==> src/logic/gnpc_defines.vh <==
// Constants for the gigabit next page and control register bank.
// Assumes it is included by bare name from the design files of this block.
`ifndef GNPC_DEFINES_VH
`define GNPC_DEFINES_VH

// ----------------------------------------------------------------------
// Register indices and byte addresses
// ----------------------------------------------------------------------
`define GNPC_NP_RX_IDX      8'h08
`define GNPC_CTRL_IDX       8'h09
`define GNPC_NP_RX_ADDR     {`GNPC_NP_RX_IDX, 2'b00}
`define GNPC_CTRL_ADDR      {`GNPC_CTRL_IDX, 2'b00}

// ----------------------------------------------------------------------
// Received next page fields
// ----------------------------------------------------------------------
`define GNPC_NP_MSG_BIT     13
`define GNPC_NP_TOG_BIT     11
`define GNPC_NP_CODE_HI     10
`define GNPC_NP_CODE_LO     0
`define GNPC_NP_RST         16'h0000
`define GNPC_CODE_RST       11'h000

// ----------------------------------------------------------------------
// Gigabit control fields and reset values
// ----------------------------------------------------------------------
`define GNPC_TM_HI          15
`define GNPC_TM_LO          13
`define GNPC_MSEN_BIT       12
`define GNPC_MSVAL_BIT      11
`define GNPC_REP_BIT        10
`define GNPC_TM_RST         3'h0
`define GNPC_MSEN_RST       1'b0
`define GNPC_MSVAL_RST      1'b0
`define GNPC_REP_RST        1'b0

// ----------------------------------------------------------------------
// Test mode codes
// ----------------------------------------------------------------------
`define GNPC_TM_NORMAL      3'h0
`define GNPC_TM_MODE1       3'h1
`define GNPC_TM_MODE2       3'h2
`define GNPC_TM_MODE3       3'h3
`define GNPC_TM_MODE4       3'h4

// ----------------------------------------------------------------------
// Bus responses
// ----------------------------------------------------------------------
`define GNPC_RESP_OKAY      2'h0
`define GNPC_RESP_SLVERR    2'h2

`endif

==> src/logic/gnpc_top.v <==
// Gigabit next page receive and gigabit control registers behind AXI4-Lite.
// Assumes the negotiation logic shares clk_i; the strap pin is asynchronous.
//
// Local design decision: register access over AXI4-Lite.
`include "gnpc_defines.vh"
`default_nettype none

// Overview of operation
// - Received toggle bit reads inverse of toggle in last received code word; resets 0.
// - Stored toggle always tracks inverse of previously exchanged toggle, keeping sync.
// - Code bits 10:0 are read-only; message page flag selects their meaning.
// - Received code field reads all zeros after reset.
// - Received next page register loads the partner's page during negotiation.
// - Control bits 15:13 select test mode; reset value zero is normal operation.
// - Control bit 12 enables manual master/slave configuration; resets to zero.
// - Control bit 11 forces master when one, slave when zero, if manual.
// - Control bit 10 advertises repeater or DTE; strap sets reset value while auto-negotiation is enabled, else zero.
module gnpc_top
#(
    parameter ADDR_W = 12
)
(
    input  wire              clk_i,
    input  wire              sys_rst_i,
    // AXI4-Lite write address
    input  wire [ADDR_W-1:0] s_axi_awaddr_i,
    input  wire              s_axi_awvalid_i,
    output wire              s_axi_awready_o,
    // AXI4-Lite write data
    input  wire [31:0]       s_axi_wdata_i,
    input  wire [3:0]        s_axi_wstrb_i,
    input  wire              s_axi_wvalid_i,
    output wire              s_axi_wready_o,
    // AXI4-Lite write response
    output wire [1:0]        s_axi_bresp_o,
    output wire              s_axi_bvalid_o,
    input  wire              s_axi_bready_i,
    // AXI4-Lite read address
    input  wire [ADDR_W-1:0] s_axi_araddr_i,
    input  wire              s_axi_arvalid_i,
    output wire              s_axi_arready_o,
    // AXI4-Lite read data
    output wire [31:0]       s_axi_rdata_o,
    output wire [1:0]        s_axi_rresp_o,
    output wire              s_axi_rvalid_o,
    input  wire              s_axi_rready_i,
    // Negotiation side
    input  wire              aneg_enable_i,
    input  wire              np_load_i,
    input  wire [15:0]       np_page_i,
    input  wire              repeater_strap_i,
    // Control and received next page outputs
    output wire [2:0]        test_mode_o,
    output wire              ms_manual_en_o,
    output wire              ms_manual_val_o,
    output wire              ms_force_master_o,
    output wire              ms_force_slave_o,
    output wire              repeater_adv_o,
    output wire              received_toggle_bit_o,
    output wire              message_page_flag_o
);

    // ------------------------------------------------------------------
    // Declarations
    // ------------------------------------------------------------------
    reg               awready_r;
    reg               wready_r;
    reg               bvalid_r;
    reg  [1:0]        bresp_r;
    reg               arready_r;
    reg               rvalid_r;
    reg  [1:0]        rresp_r;
    reg  [31:0]       rdata_r;
    reg               aw_full_r;
    reg               w_full_r;
    reg               ar_full_r;
    reg  [ADDR_W-1:0] aw_addr_r;
    reg  [ADDR_W-1:0] ar_addr_r;
    reg  [31:0]       wdata_r;
    reg  [3:0]        wstrb_r;

    reg  [2:0]        test_mode_r;
    reg               ms_en_r;
    reg               ms_val_r;
    reg               rep_r;
    reg               strap_pend_r;
    reg               force_master_r;
    reg               force_slave_r;

    reg  [31:0]       rdata_nxt;
    reg  [1:0]        rresp_nxt;
    reg  [1:0]        bresp_nxt;

    wire              wr_go;
    wire              rd_go;
    wire              strap_sync;
    wire [15:0]       np_page;
    wire              msg_flag;
    wire [15:0]       ctrl_word;

    localparam [ADDR_W-3:0] CTRL_IDX = {{(ADDR_W-10){1'b0}}, `GNPC_CTRL_IDX};
    localparam [ADDR_W-3:0] NPRX_IDX = {{(ADDR_W-10){1'b0}}, `GNPC_NP_RX_IDX};

    // ------------------------------------------------------------------
    // Helper instances
    // ------------------------------------------------------------------
    gnpc_sync2 u_strap_sync
    (
        .clk_i   (clk_i),
        .async_i (repeater_strap_i),
        .sync_o  (strap_sync)
    );

    gnpc_np_rx u_np_rx
    (
        .clk_i               (clk_i),
        .sys_rst_i           (sys_rst_i),
        .page_load_i         (np_load_i),
        .page_i              (np_page_i),
        .page_o              (np_page),
        .message_page_flag_o (msg_flag)
    );

    // ------------------------------------------------------------------
    // Write channels
    // ------------------------------------------------------------------
    // Address and data are taken independently; the write happens once
    // both are held and no response is pending.
    assign wr_go = aw_full_r & w_full_r & ~bvalid_r;

    always @(posedge clk_i)
    begin
        if (sys_rst_i)
        begin
            awready_r <= 1'b0;
            wready_r  <= 1'b0;
            aw_full_r <= 1'b0;
            w_full_r  <= 1'b0;
            bvalid_r  <= 1'b0;
            bresp_r   <= `GNPC_RESP_OKAY;
            aw_addr_r <= {ADDR_W{1'b0}};
            wdata_r   <= 32'h00000000;
            wstrb_r   <= 4'h0;
        end
        else
        begin
            if (s_axi_awvalid_i && awready_r)
            begin
                aw_addr_r <= s_axi_awaddr_i;
                aw_full_r <= 1'b1;
                awready_r <= 1'b0;
            end
            else if (!aw_full_r && !bvalid_r)
            begin
                awready_r <= 1'b1;
            end
            if (s_axi_wvalid_i && wready_r)
            begin
                wdata_r  <= s_axi_wdata_i;
                wstrb_r  <= s_axi_wstrb_i;
                w_full_r <= 1'b1;
                wready_r <= 1'b0;
            end
            else if (!w_full_r && !bvalid_r)
            begin
                wready_r <= 1'b1;
            end
            if (wr_go)
            begin
                aw_full_r <= 1'b0;
                w_full_r  <= 1'b0;
                bvalid_r  <= 1'b1;
                bresp_r   <= bresp_nxt;
            end
            else if (bvalid_r && s_axi_bready_i)
            begin
                bvalid_r <= 1'b0;
            end
        end
    end

    // Writes to the read-only page register answer OKAY and change nothing.
    always @*
    begin
        bresp_nxt = `GNPC_RESP_SLVERR;
        if (aw_addr_r[ADDR_W-1:2] == CTRL_IDX)
            bresp_nxt = `GNPC_RESP_OKAY;
        else if (aw_addr_r[ADDR_W-1:2] == NPRX_IDX)
            bresp_nxt = `GNPC_RESP_OKAY;
    end

    // ------------------------------------------------------------------
    // Gigabit control register
    // ------------------------------------------------------------------
    // The strap is caught in the first cycle after reset release, and
    // only while auto-negotiation is enabled.
    always @(posedge clk_i)
    begin
        if (sys_rst_i)
        begin
            test_mode_r  <= `GNPC_TM_RST;
            ms_en_r      <= `GNPC_MSEN_RST;
            ms_val_r     <= `GNPC_MSVAL_RST;
            rep_r        <= `GNPC_REP_RST;
            strap_pend_r <= 1'b1;
        end
        else
        begin
            if (strap_pend_r)
            begin
                strap_pend_r <= 1'b0;
                if (aneg_enable_i)
                    rep_r <= strap_sync;
            end
            if (wr_go && (aw_addr_r[ADDR_W-1:2] == CTRL_IDX) && wstrb_r[1])
            begin
                test_mode_r <= wdata_r[`GNPC_TM_HI:`GNPC_TM_LO];
                ms_en_r     <= wdata_r[`GNPC_MSEN_BIT];
                ms_val_r    <= wdata_r[`GNPC_MSVAL_BIT];
                rep_r       <= wdata_r[`GNPC_REP_BIT];
            end
        end
    end

    // ------------------------------------------------------------------
    // Master/slave role forcing
    // ------------------------------------------------------------------
    // The forced role follows the stored bits one cycle later.
    always @(posedge clk_i)
    begin
        if (sys_rst_i)
        begin
            force_master_r <= 1'b0;
            force_slave_r  <= 1'b0;
        end
        else
        begin
            force_master_r <= ms_en_r & ms_val_r;
            force_slave_r  <= ms_en_r & ~ms_val_r;
        end
    end

    assign ctrl_word = {test_mode_r, ms_en_r, ms_val_r, rep_r, 10'h000};

    // ------------------------------------------------------------------
    // Read channels
    // ------------------------------------------------------------------
    assign rd_go = ar_full_r & ~rvalid_r;

    always @*
    begin
        rdata_nxt = 32'h00000000;
        rresp_nxt = `GNPC_RESP_SLVERR;
        if (ar_addr_r[ADDR_W-1:2] == CTRL_IDX)
        begin
            rdata_nxt = {16'h0000, ctrl_word};
            rresp_nxt = `GNPC_RESP_OKAY;
        end
        else if (ar_addr_r[ADDR_W-1:2] == NPRX_IDX)
        begin
            rdata_nxt = {16'h0000, np_page};
            rresp_nxt = `GNPC_RESP_OKAY;
        end
    end

    always @(posedge clk_i)
    begin
        if (sys_rst_i)
        begin
            arready_r <= 1'b0;
            ar_full_r <= 1'b0;
            ar_addr_r <= {ADDR_W{1'b0}};
            rvalid_r  <= 1'b0;
            rresp_r   <= `GNPC_RESP_OKAY;
            rdata_r   <= 32'h00000000;
        end
        else
        begin
            if (s_axi_arvalid_i && arready_r)
            begin
                ar_addr_r <= s_axi_araddr_i;
                ar_full_r <= 1'b1;
                arready_r <= 1'b0;
            end
            else if (!ar_full_r && !rvalid_r)
            begin
                arready_r <= 1'b1;
            end
            if (rd_go)
            begin
                ar_full_r <= 1'b0;
                rvalid_r  <= 1'b1;
                rdata_r   <= rdata_nxt;
                rresp_r   <= rresp_nxt;
            end
            else if (rvalid_r && s_axi_rready_i)
            begin
                rvalid_r <= 1'b0;
            end
        end
    end

    // ------------------------------------------------------------------
    // Outputs
    // ------------------------------------------------------------------
    assign s_axi_awready_o       = awready_r;
    assign s_axi_wready_o        = wready_r;
    assign s_axi_bvalid_o        = bvalid_r;
    assign s_axi_bresp_o         = bresp_r;
    assign s_axi_arready_o       = arready_r;
    assign s_axi_rvalid_o        = rvalid_r;
    assign s_axi_rresp_o         = rresp_r;
    assign s_axi_rdata_o         = rdata_r;
    assign test_mode_o           = test_mode_r;
    assign ms_manual_en_o        = ms_en_r;
    assign ms_manual_val_o       = ms_val_r;
    assign ms_force_master_o     = force_master_r;
    assign ms_force_slave_o      = force_slave_r;
    assign repeater_adv_o        = rep_r;
    assign received_toggle_bit_o = np_page[`GNPC_NP_TOG_BIT];
    assign message_page_flag_o   = msg_flag;

endmodule

`default_nettype wire

==> src/logic/gnpc_sync2.v <==
// Two flip-flop synchroniser for one level from outside the clock domain.
// Assumes the level changes slowly compared with the clock.
`default_nettype none

module gnpc_sync2
(
    input  wire clk_i,
    input  wire async_i,
    output wire sync_o
);

    reg stage1_r;
    reg stage2_r;

    // The stages carry no reset so the strap is valid right at release.
    always @(posedge clk_i)
    begin
        stage1_r <= async_i;
        stage2_r <= stage1_r;
    end

    assign sync_o = stage2_r;

endmodule

`default_nettype wire

==> src/logic/gnpc_np_rx.v <==
// Holds the next page received from the link partner.
// Assumes the negotiation logic on the same clock pulses page_load_i once per page.
`include "gnpc_defines.vh"
`default_nettype none

module gnpc_np_rx
(
    input  wire        clk_i,
    input  wire        sys_rst_i,
    input  wire        page_load_i,
    input  wire [15:0] page_i,
    output wire [15:0] page_o,
    output wire        message_page_flag_o
);

    reg [15:0] page_r;

    // ------------------------------------------------------------------
    // Page capture
    // ------------------------------------------------------------------
    always @(posedge clk_i)
    begin
        if (sys_rst_i)
        begin
            page_r <= `GNPC_NP_RST;
        end
        else if (page_load_i)
        begin
            page_r <= page_i;
            page_r[`GNPC_NP_TOG_BIT] <= ~page_i[`GNPC_NP_TOG_BIT];
        end
    end

    assign page_o              = page_r;
    assign message_page_flag_o = page_r[`GNPC_NP_MSG_BIT];

endmodule

`default_nettype wire

==> config.mk <==
export PLATFORM = sky130hd
export DESIGN_NAME = gnpc_top
export DESIGN_NICKNAME = d
export VERILOG_FILES = /design/src/logic/gnpc_top.v /design/src/logic/gnpc_sync2.v /design/src/logic/gnpc_np_rx.v
export VERILOG_INCLUDE_DIRS = /design/src /design/src/logic
export SDC_FILE = /design/constraint.sdc
export NUM_CORES = 1
export LEC_CHECK = 0
export ABC_AREA = 1
export BUFFER_PORTS_ARGS = -buffer_cell sky130_fd_sc_hd__buf_2
export CORE_MARGIN = 5
export CORE_UTILIZATION = 31
export DETAILED_ROUTE_END_ITERATION = 7
export SYNTH_ARGS = -nofsm -noshare
export SYNTH_HDL_FRONTEND = slang
export SYNTH_SLANG_ARGS = --single-unit
==> constraint.sdc <==
create_clock -name clk_i -period 2.1 [get_ports clk_i]
set_clock_uncertainty 0.1 [all_clocks]
set_input_delay 0.42 -clock clk_i [delete_from_list [all_inputs] [get_ports clk_i]]
set_output_delay 0.42 -clock clk_i [all_outputs]
set_load 0.05 [all_outputs]
# --- Word level (Yosys, flattened, before mapping) ---
# Index checks and enable logic that the tools add are counted.
# W data, S select, Z words.
totals:
  regBits: 113
  latchBits: 0
  mem_bits_rw: 0
  romBits: 0
  in_bits: 86
  output_inout_bits: 51
  wordCells: 77
  n_memories: 0
op_classes:
  addsub: 0
  multipliers: 0
  div: 0
  order_cmp: 0
  n_eq_ne: 4
  shifts: 0
  n_mux: 14
  n_bitwise: 9
  reduce_logical: 25
ops:
  columns: ["op", "count"]
  rows:
  - ["$eq A10 B4 Y1 const B", 4]
  - ["$mux W16", 2]
  - ["$logic_and A1 B1 Y1", 10]
  - ["$reduce_or A2 Y1", 5]
  - ["$mux W1", 8]
  - ["$mux W2", 4]
  - ["$reduce_bool A2 Y1", 4]
  - ["$and A1 B1 Y1", 5]
  - ["$logic_not A1 Y1", 5]
  - ["$not A1 Y1", 4]
  - ["$reduce_and A2 Y1", 1]

# --- Longest topological paths before layout ---
depth:
  ltp_word: 6
  ltp_mapped: 9
  ltp_nobuf: 8

# --- Hierarchy ---
# Synthesis repeated with hierarchy kept, for this count alone.
unflattened:
  hier_cells: 465
  area_unflattened_um2: 3339.5
by_module_without_submodules:
  columns: ["mod", "instances", "cells_each", "area_each_um2", "seq_area_each_um2"]
  rows:
  - ["gnpc_top", 1, 362, 2625.0, 1241.2]
  - ["gnpc_np_rx", 1, 101, 674.4, 320.3]
  - ["gnpc_sync2", 1, 2, 40.0, 40.0]

# --- Least setup slack after synthesis ---
# Ideal clock, no wire load.
synth_path:
  path_type: "register to register"
  startpoint: "reg awready_r, in the netlist s_axi_awready_o"
  endpoint: "reg aw_addr_r[5]"
  setup_time_ns: 0.113
  arrival_ns: 1.224
  t_required_ns: 1.887
  slack_ns: 0.663
  stages_incl_launch_ff: 5
  n_path_buf: 1
  period_less_slack_ns: 1.437
  cell_sequence: "dfxtp_1 -> nand2_1 -> buf_2 -> o21ai_1 -> nor2_1"
synth_between:
  elab_chain_cells: 1
synth_lines:
  columns: ["item", "line_no", "source"]
  rows:
  - ["from (decl)", "gnpc_top.v:66", "reg awready_r;"]
  - ["from (signal assigned)", "gnpc_top.v:135", "awready_r <= 1'b0;"]
  - ["from (signal assigned)", "gnpc_top.v:151", "awready_r <= 1'b0;"]
  - ["from (signal assigned)", "gnpc_top.v:155", "awready_r <= 1'b1;"]
  - ["$logic_and A1 B1 Y1", "gnpc_top.v:147", "if (s_axi_awvalid_i && awready_r)"]
  - ["to (signal assigned)", "gnpc_top.v:141", "aw_addr_r <= {ADDR_W{1'b0}};"]
  - ["to (signal assigned)", "gnpc_top.v:149", "aw_addr_r <= s_axi_awaddr_i;"]
  - ["to (decl)", "gnpc_top.v:77", "reg [ADDR_W-1:0] aw_addr_r;"]
# No other way between the ends.
# A chain may end at the register's enable or synchronous reset.

# --- Worst setup path after layout ---
layout_path:
  startpoint: "reg rvalid_r, in the netlist s_axi_rvalid_o"
  endpoint: "out s_axi_rvalid_o"
layout_lines:
  columns: ["item", "line_no", "source"]
  rows:
  - ["from (decl)", "gnpc_top.v:71", "reg rvalid_r;"]
  - ["from (signal assigned)", "gnpc_top.v:273", "rvalid_r <= 1'b0;"]
  - ["from (signal assigned)", "gnpc_top.v:292", "rvalid_r <= 1'b1;"]
  - ["from (signal assigned)", "gnpc_top.v:298", "rvalid_r <= 1'b0;"]
  - ["to (decl)", "gnpc_top.v:45", "output wire s_axi_rvalid_o,"]
# No word-level cell between the ends.

==> out/qor.yml <==
status: "finished, final reports clean"
ir_drop_uv: 298.8
startpoint_type: "flop"
synth_top_cell_by_area: "dfxtp_1"
cts-hold-fix-buffers: 0
coreArea_sq_um: 10140
placed_cells: 627
tritoncts: "yes"
design_area_sq_um: 3842
slew_headroom: 0.4924
crit_end: "s_axi_rvalid_o"
clk_latency_ns: 0.34
dp_hpwl_um: 5543
drt_first_pass_iters: 4
fin_setup_tns_ns: 0
drive_gt1_frac: 0.2292
area_delta_synth_final_pct: 21.05
die_w_um: 111.2
ant_nets: 0
hold_viol: 0
critPathLaunch: "s_axi_rvalid_o"
path_buf_inv: 1
drc: 0
powerDensity_nw_per_um2: 878.4
clock-sinks: 80
worstReg2RegStart: "ar_addr_r[6]"
die_h_um: 111.2
final_cells: 642
fin_nets: 588
dr_wl_met3_um: 514
overflow: 0
path_delay_family: "flip-flops"
max_stage_delay_ns: 0.44
met1_length_um: 3485
max_freq_mhz: 623.0
ys_warn_count: 0
final_max_slew_viol_count: 0
met2_wirelength_um: 3356
postCtsResizedCells: 0
seqPwrFrac: 0.490
reg2reg_slack_ns: 0.55
end_kind: "output pin"
cts_max_path_buffers: 2
syn_avg_cell_area_sq_um: 7.522
diodes: 0
drt_iter0_markers: 129
yosysMostFrequentCell: "nor2_1"
grt_pass1_vias: 2743
synth_sequential_area_ratio: 0.5045
setup_violations: 0
rsz0062_at_grt: "no"
syn_area_sq_um: 3174
place.gp.congestion: 0.7818
worst_path_max_delay_cell: "dfxtp_1"
final.min_clock_period_ns: 1.605
synth-seq-cells: 80
cts_made_buffers: 9
hold_class: "in -> reg"
placedInstanceArea_sq_um: 3633
critPathKind: "reg -> out"
p_sw_frac: 0.2864
postSynthCellCount: 422
crit_cells: 1
worst_r2r_path_depth: 5
wl_per_cell_um: 11.64
switchingPower_uw: 966.6
io_pins: 137
vias: 2780
cts_root_buf: "clkbuf_8"
clk_pin_slew_worst_paths_ns: 0.08
post-cts-setup-buffers: 0
port_buffers: 85
internal_power_mw: 2.409
die_area_sq_um: 12360
grt_max_degree: 36
antenna_found_initial: 0
synth_edf_count: 0
top_layer_used: "met4"
leakage_nw: 1.872
synth_common_cells: "nor2_1, dfxtp_1, nand2_1"
synth_flop_cell: "dfxtp_1"
p_clk_frac: 0.358
worstReg2RegEnd: "s_axi_rdata_o[6]"
fin_crit_sh: 0.7643
rows: 37
pwr-share-comb: 0.152
yosysTopAreaCellShare: 0.5045
synth_area_leaders: "dfxtp_1, nor2_1, nand2_1"
via_per_inst: 4.330
cp_data_required_time_ns: 1.58
track_usage: 0.1236
drv_cap: 0
initial_core_util: 0.3131
critPathArrivalTime_ns: 1.09
htreeDepth: 3
path_max_fanout: 4
worst_pin_slew_ns: 0.7585
n_fill_cell: 1068
wirelength_um: 7470
synth_cell_types: 23
synthArstFlopShare: 0
grt_pass1_wl_um: 12540
path_cells: "buf_2"
[per-stage QoR]
stage	utilization	hold WS, ns	power [mW]	setup slack [ns]
global route	0.3790	0.05612	3.544	0.3860
detailed placement	0.3584	0.2189	2.208	0.5408
finish	0.3790	0.07786	3.375	0.4949
global placement	0.3584	0.2110	2.200	0.5353
CTS	0.3790	0.05579	3.413	0.4765
floorplan	-	0.2096	2.096	0.6630
[routing by layer]
metal  track usage  vias to the layer above
met5             0                        -
li1              -                     1463
met2        0.1982                       85
met3       0.04312                       11
met1        0.1543                     1221
met4       0.04298                        0
[state kept, by name, summed over array words and instances (netlist names), 3 cells and up]
signal / flops
ar_addr_r: 10
aw_addr_r: 10
s_axi_rdata_o: 16
test_mode_o: 3
u_np_rx.page_o: 16
wdata_r: 6
[power by group through the flow]
stage | clock network (mW) | logic, mW | registers (mW)
detailed placement | 0 | 0.516 | 1.69
floorplan | 0 | 0.328 | 1.77
global placement | 0 | 0.512 | 1.69
finish | 1.21 | 0.512 | 1.65
global route | 1.30 | 0.572 | 1.67
CTS | 1.24 | 0.517 | 1.66
[how the worst min path moves through the flow]
stage,endpoint,start,slack (ns),cells past startpoint
2_1_floorplan,u_strap_sync.sync_o,u_strap_sync.stage1_r,0.21,0
3_3_place_gp,u_strap_sync.sync_o,u_strap_sync.stage1_r,0.21,0
3_5_place_dp,u_strap_sync.sync_o,u_strap_sync.stage1_r,0.22,0
4_1_cts,u_strap_sync.stage1_r,repeater_strap_i,0.06,1
5_1_grt,u_strap_sync.stage1_r,repeater_strap_i,0.06,1
6_report,u_strap_sync.stage1_r,repeater_strap_i,0.08,1
[layout by cell type, fill, tap and decap left out]
cell,instances
bufinv_16,2
nand3_1,21
inv_2,4
o21a_1,1
o21ai_0,14
clkinv_1,1
o21ai_1,31
nand2_1,51
nand4_1,11
nor2_4,1
a211oi_1,1
clkbuf_8,9
nor3_1,4
nor2_2,5
buf_2,85
inv_1,37
nor2_1,96
buf_4,3
buf_12,1
dfxtp_1,80
a21oi_1,24
conb_1,18
nand3_2,2
clkinv_2,2
clkinvlp_4,2
[cell type report]
| cell class | count | area (sq um) | share of cell area |
|---|---|---|---|
| repair buffers | 89 | 467.9 | 0.1218 |
| inverters | 42 | 157.7 | 0.04103 |
| clock inverters | 6 | 85.08 | 0.02214 |
| well taps | 136 | 170.2 | 0.04429 |
| flip-flops and latches | 80 | 1602 | 0.4168 |
| clock buffers | 9 | 123.9 | 0.03224 |
| multi-input cells | 280 | 1236 | 0.3217 |
[cell families (layout without fill, tap and decap cells)]
group / count (synthesis) / in the layout / share of synthesized area
other cells: 1 / 18 / 0.001181
compound gates: 71 / 71 / 0.1135
buf+inv: 79 / 146 / 0.1261
flops: 80 / 80 / 0.5045
simple gates: 191 / 191 / 0.2546
No activity file was read; power rests on OpenSTA's default activity.
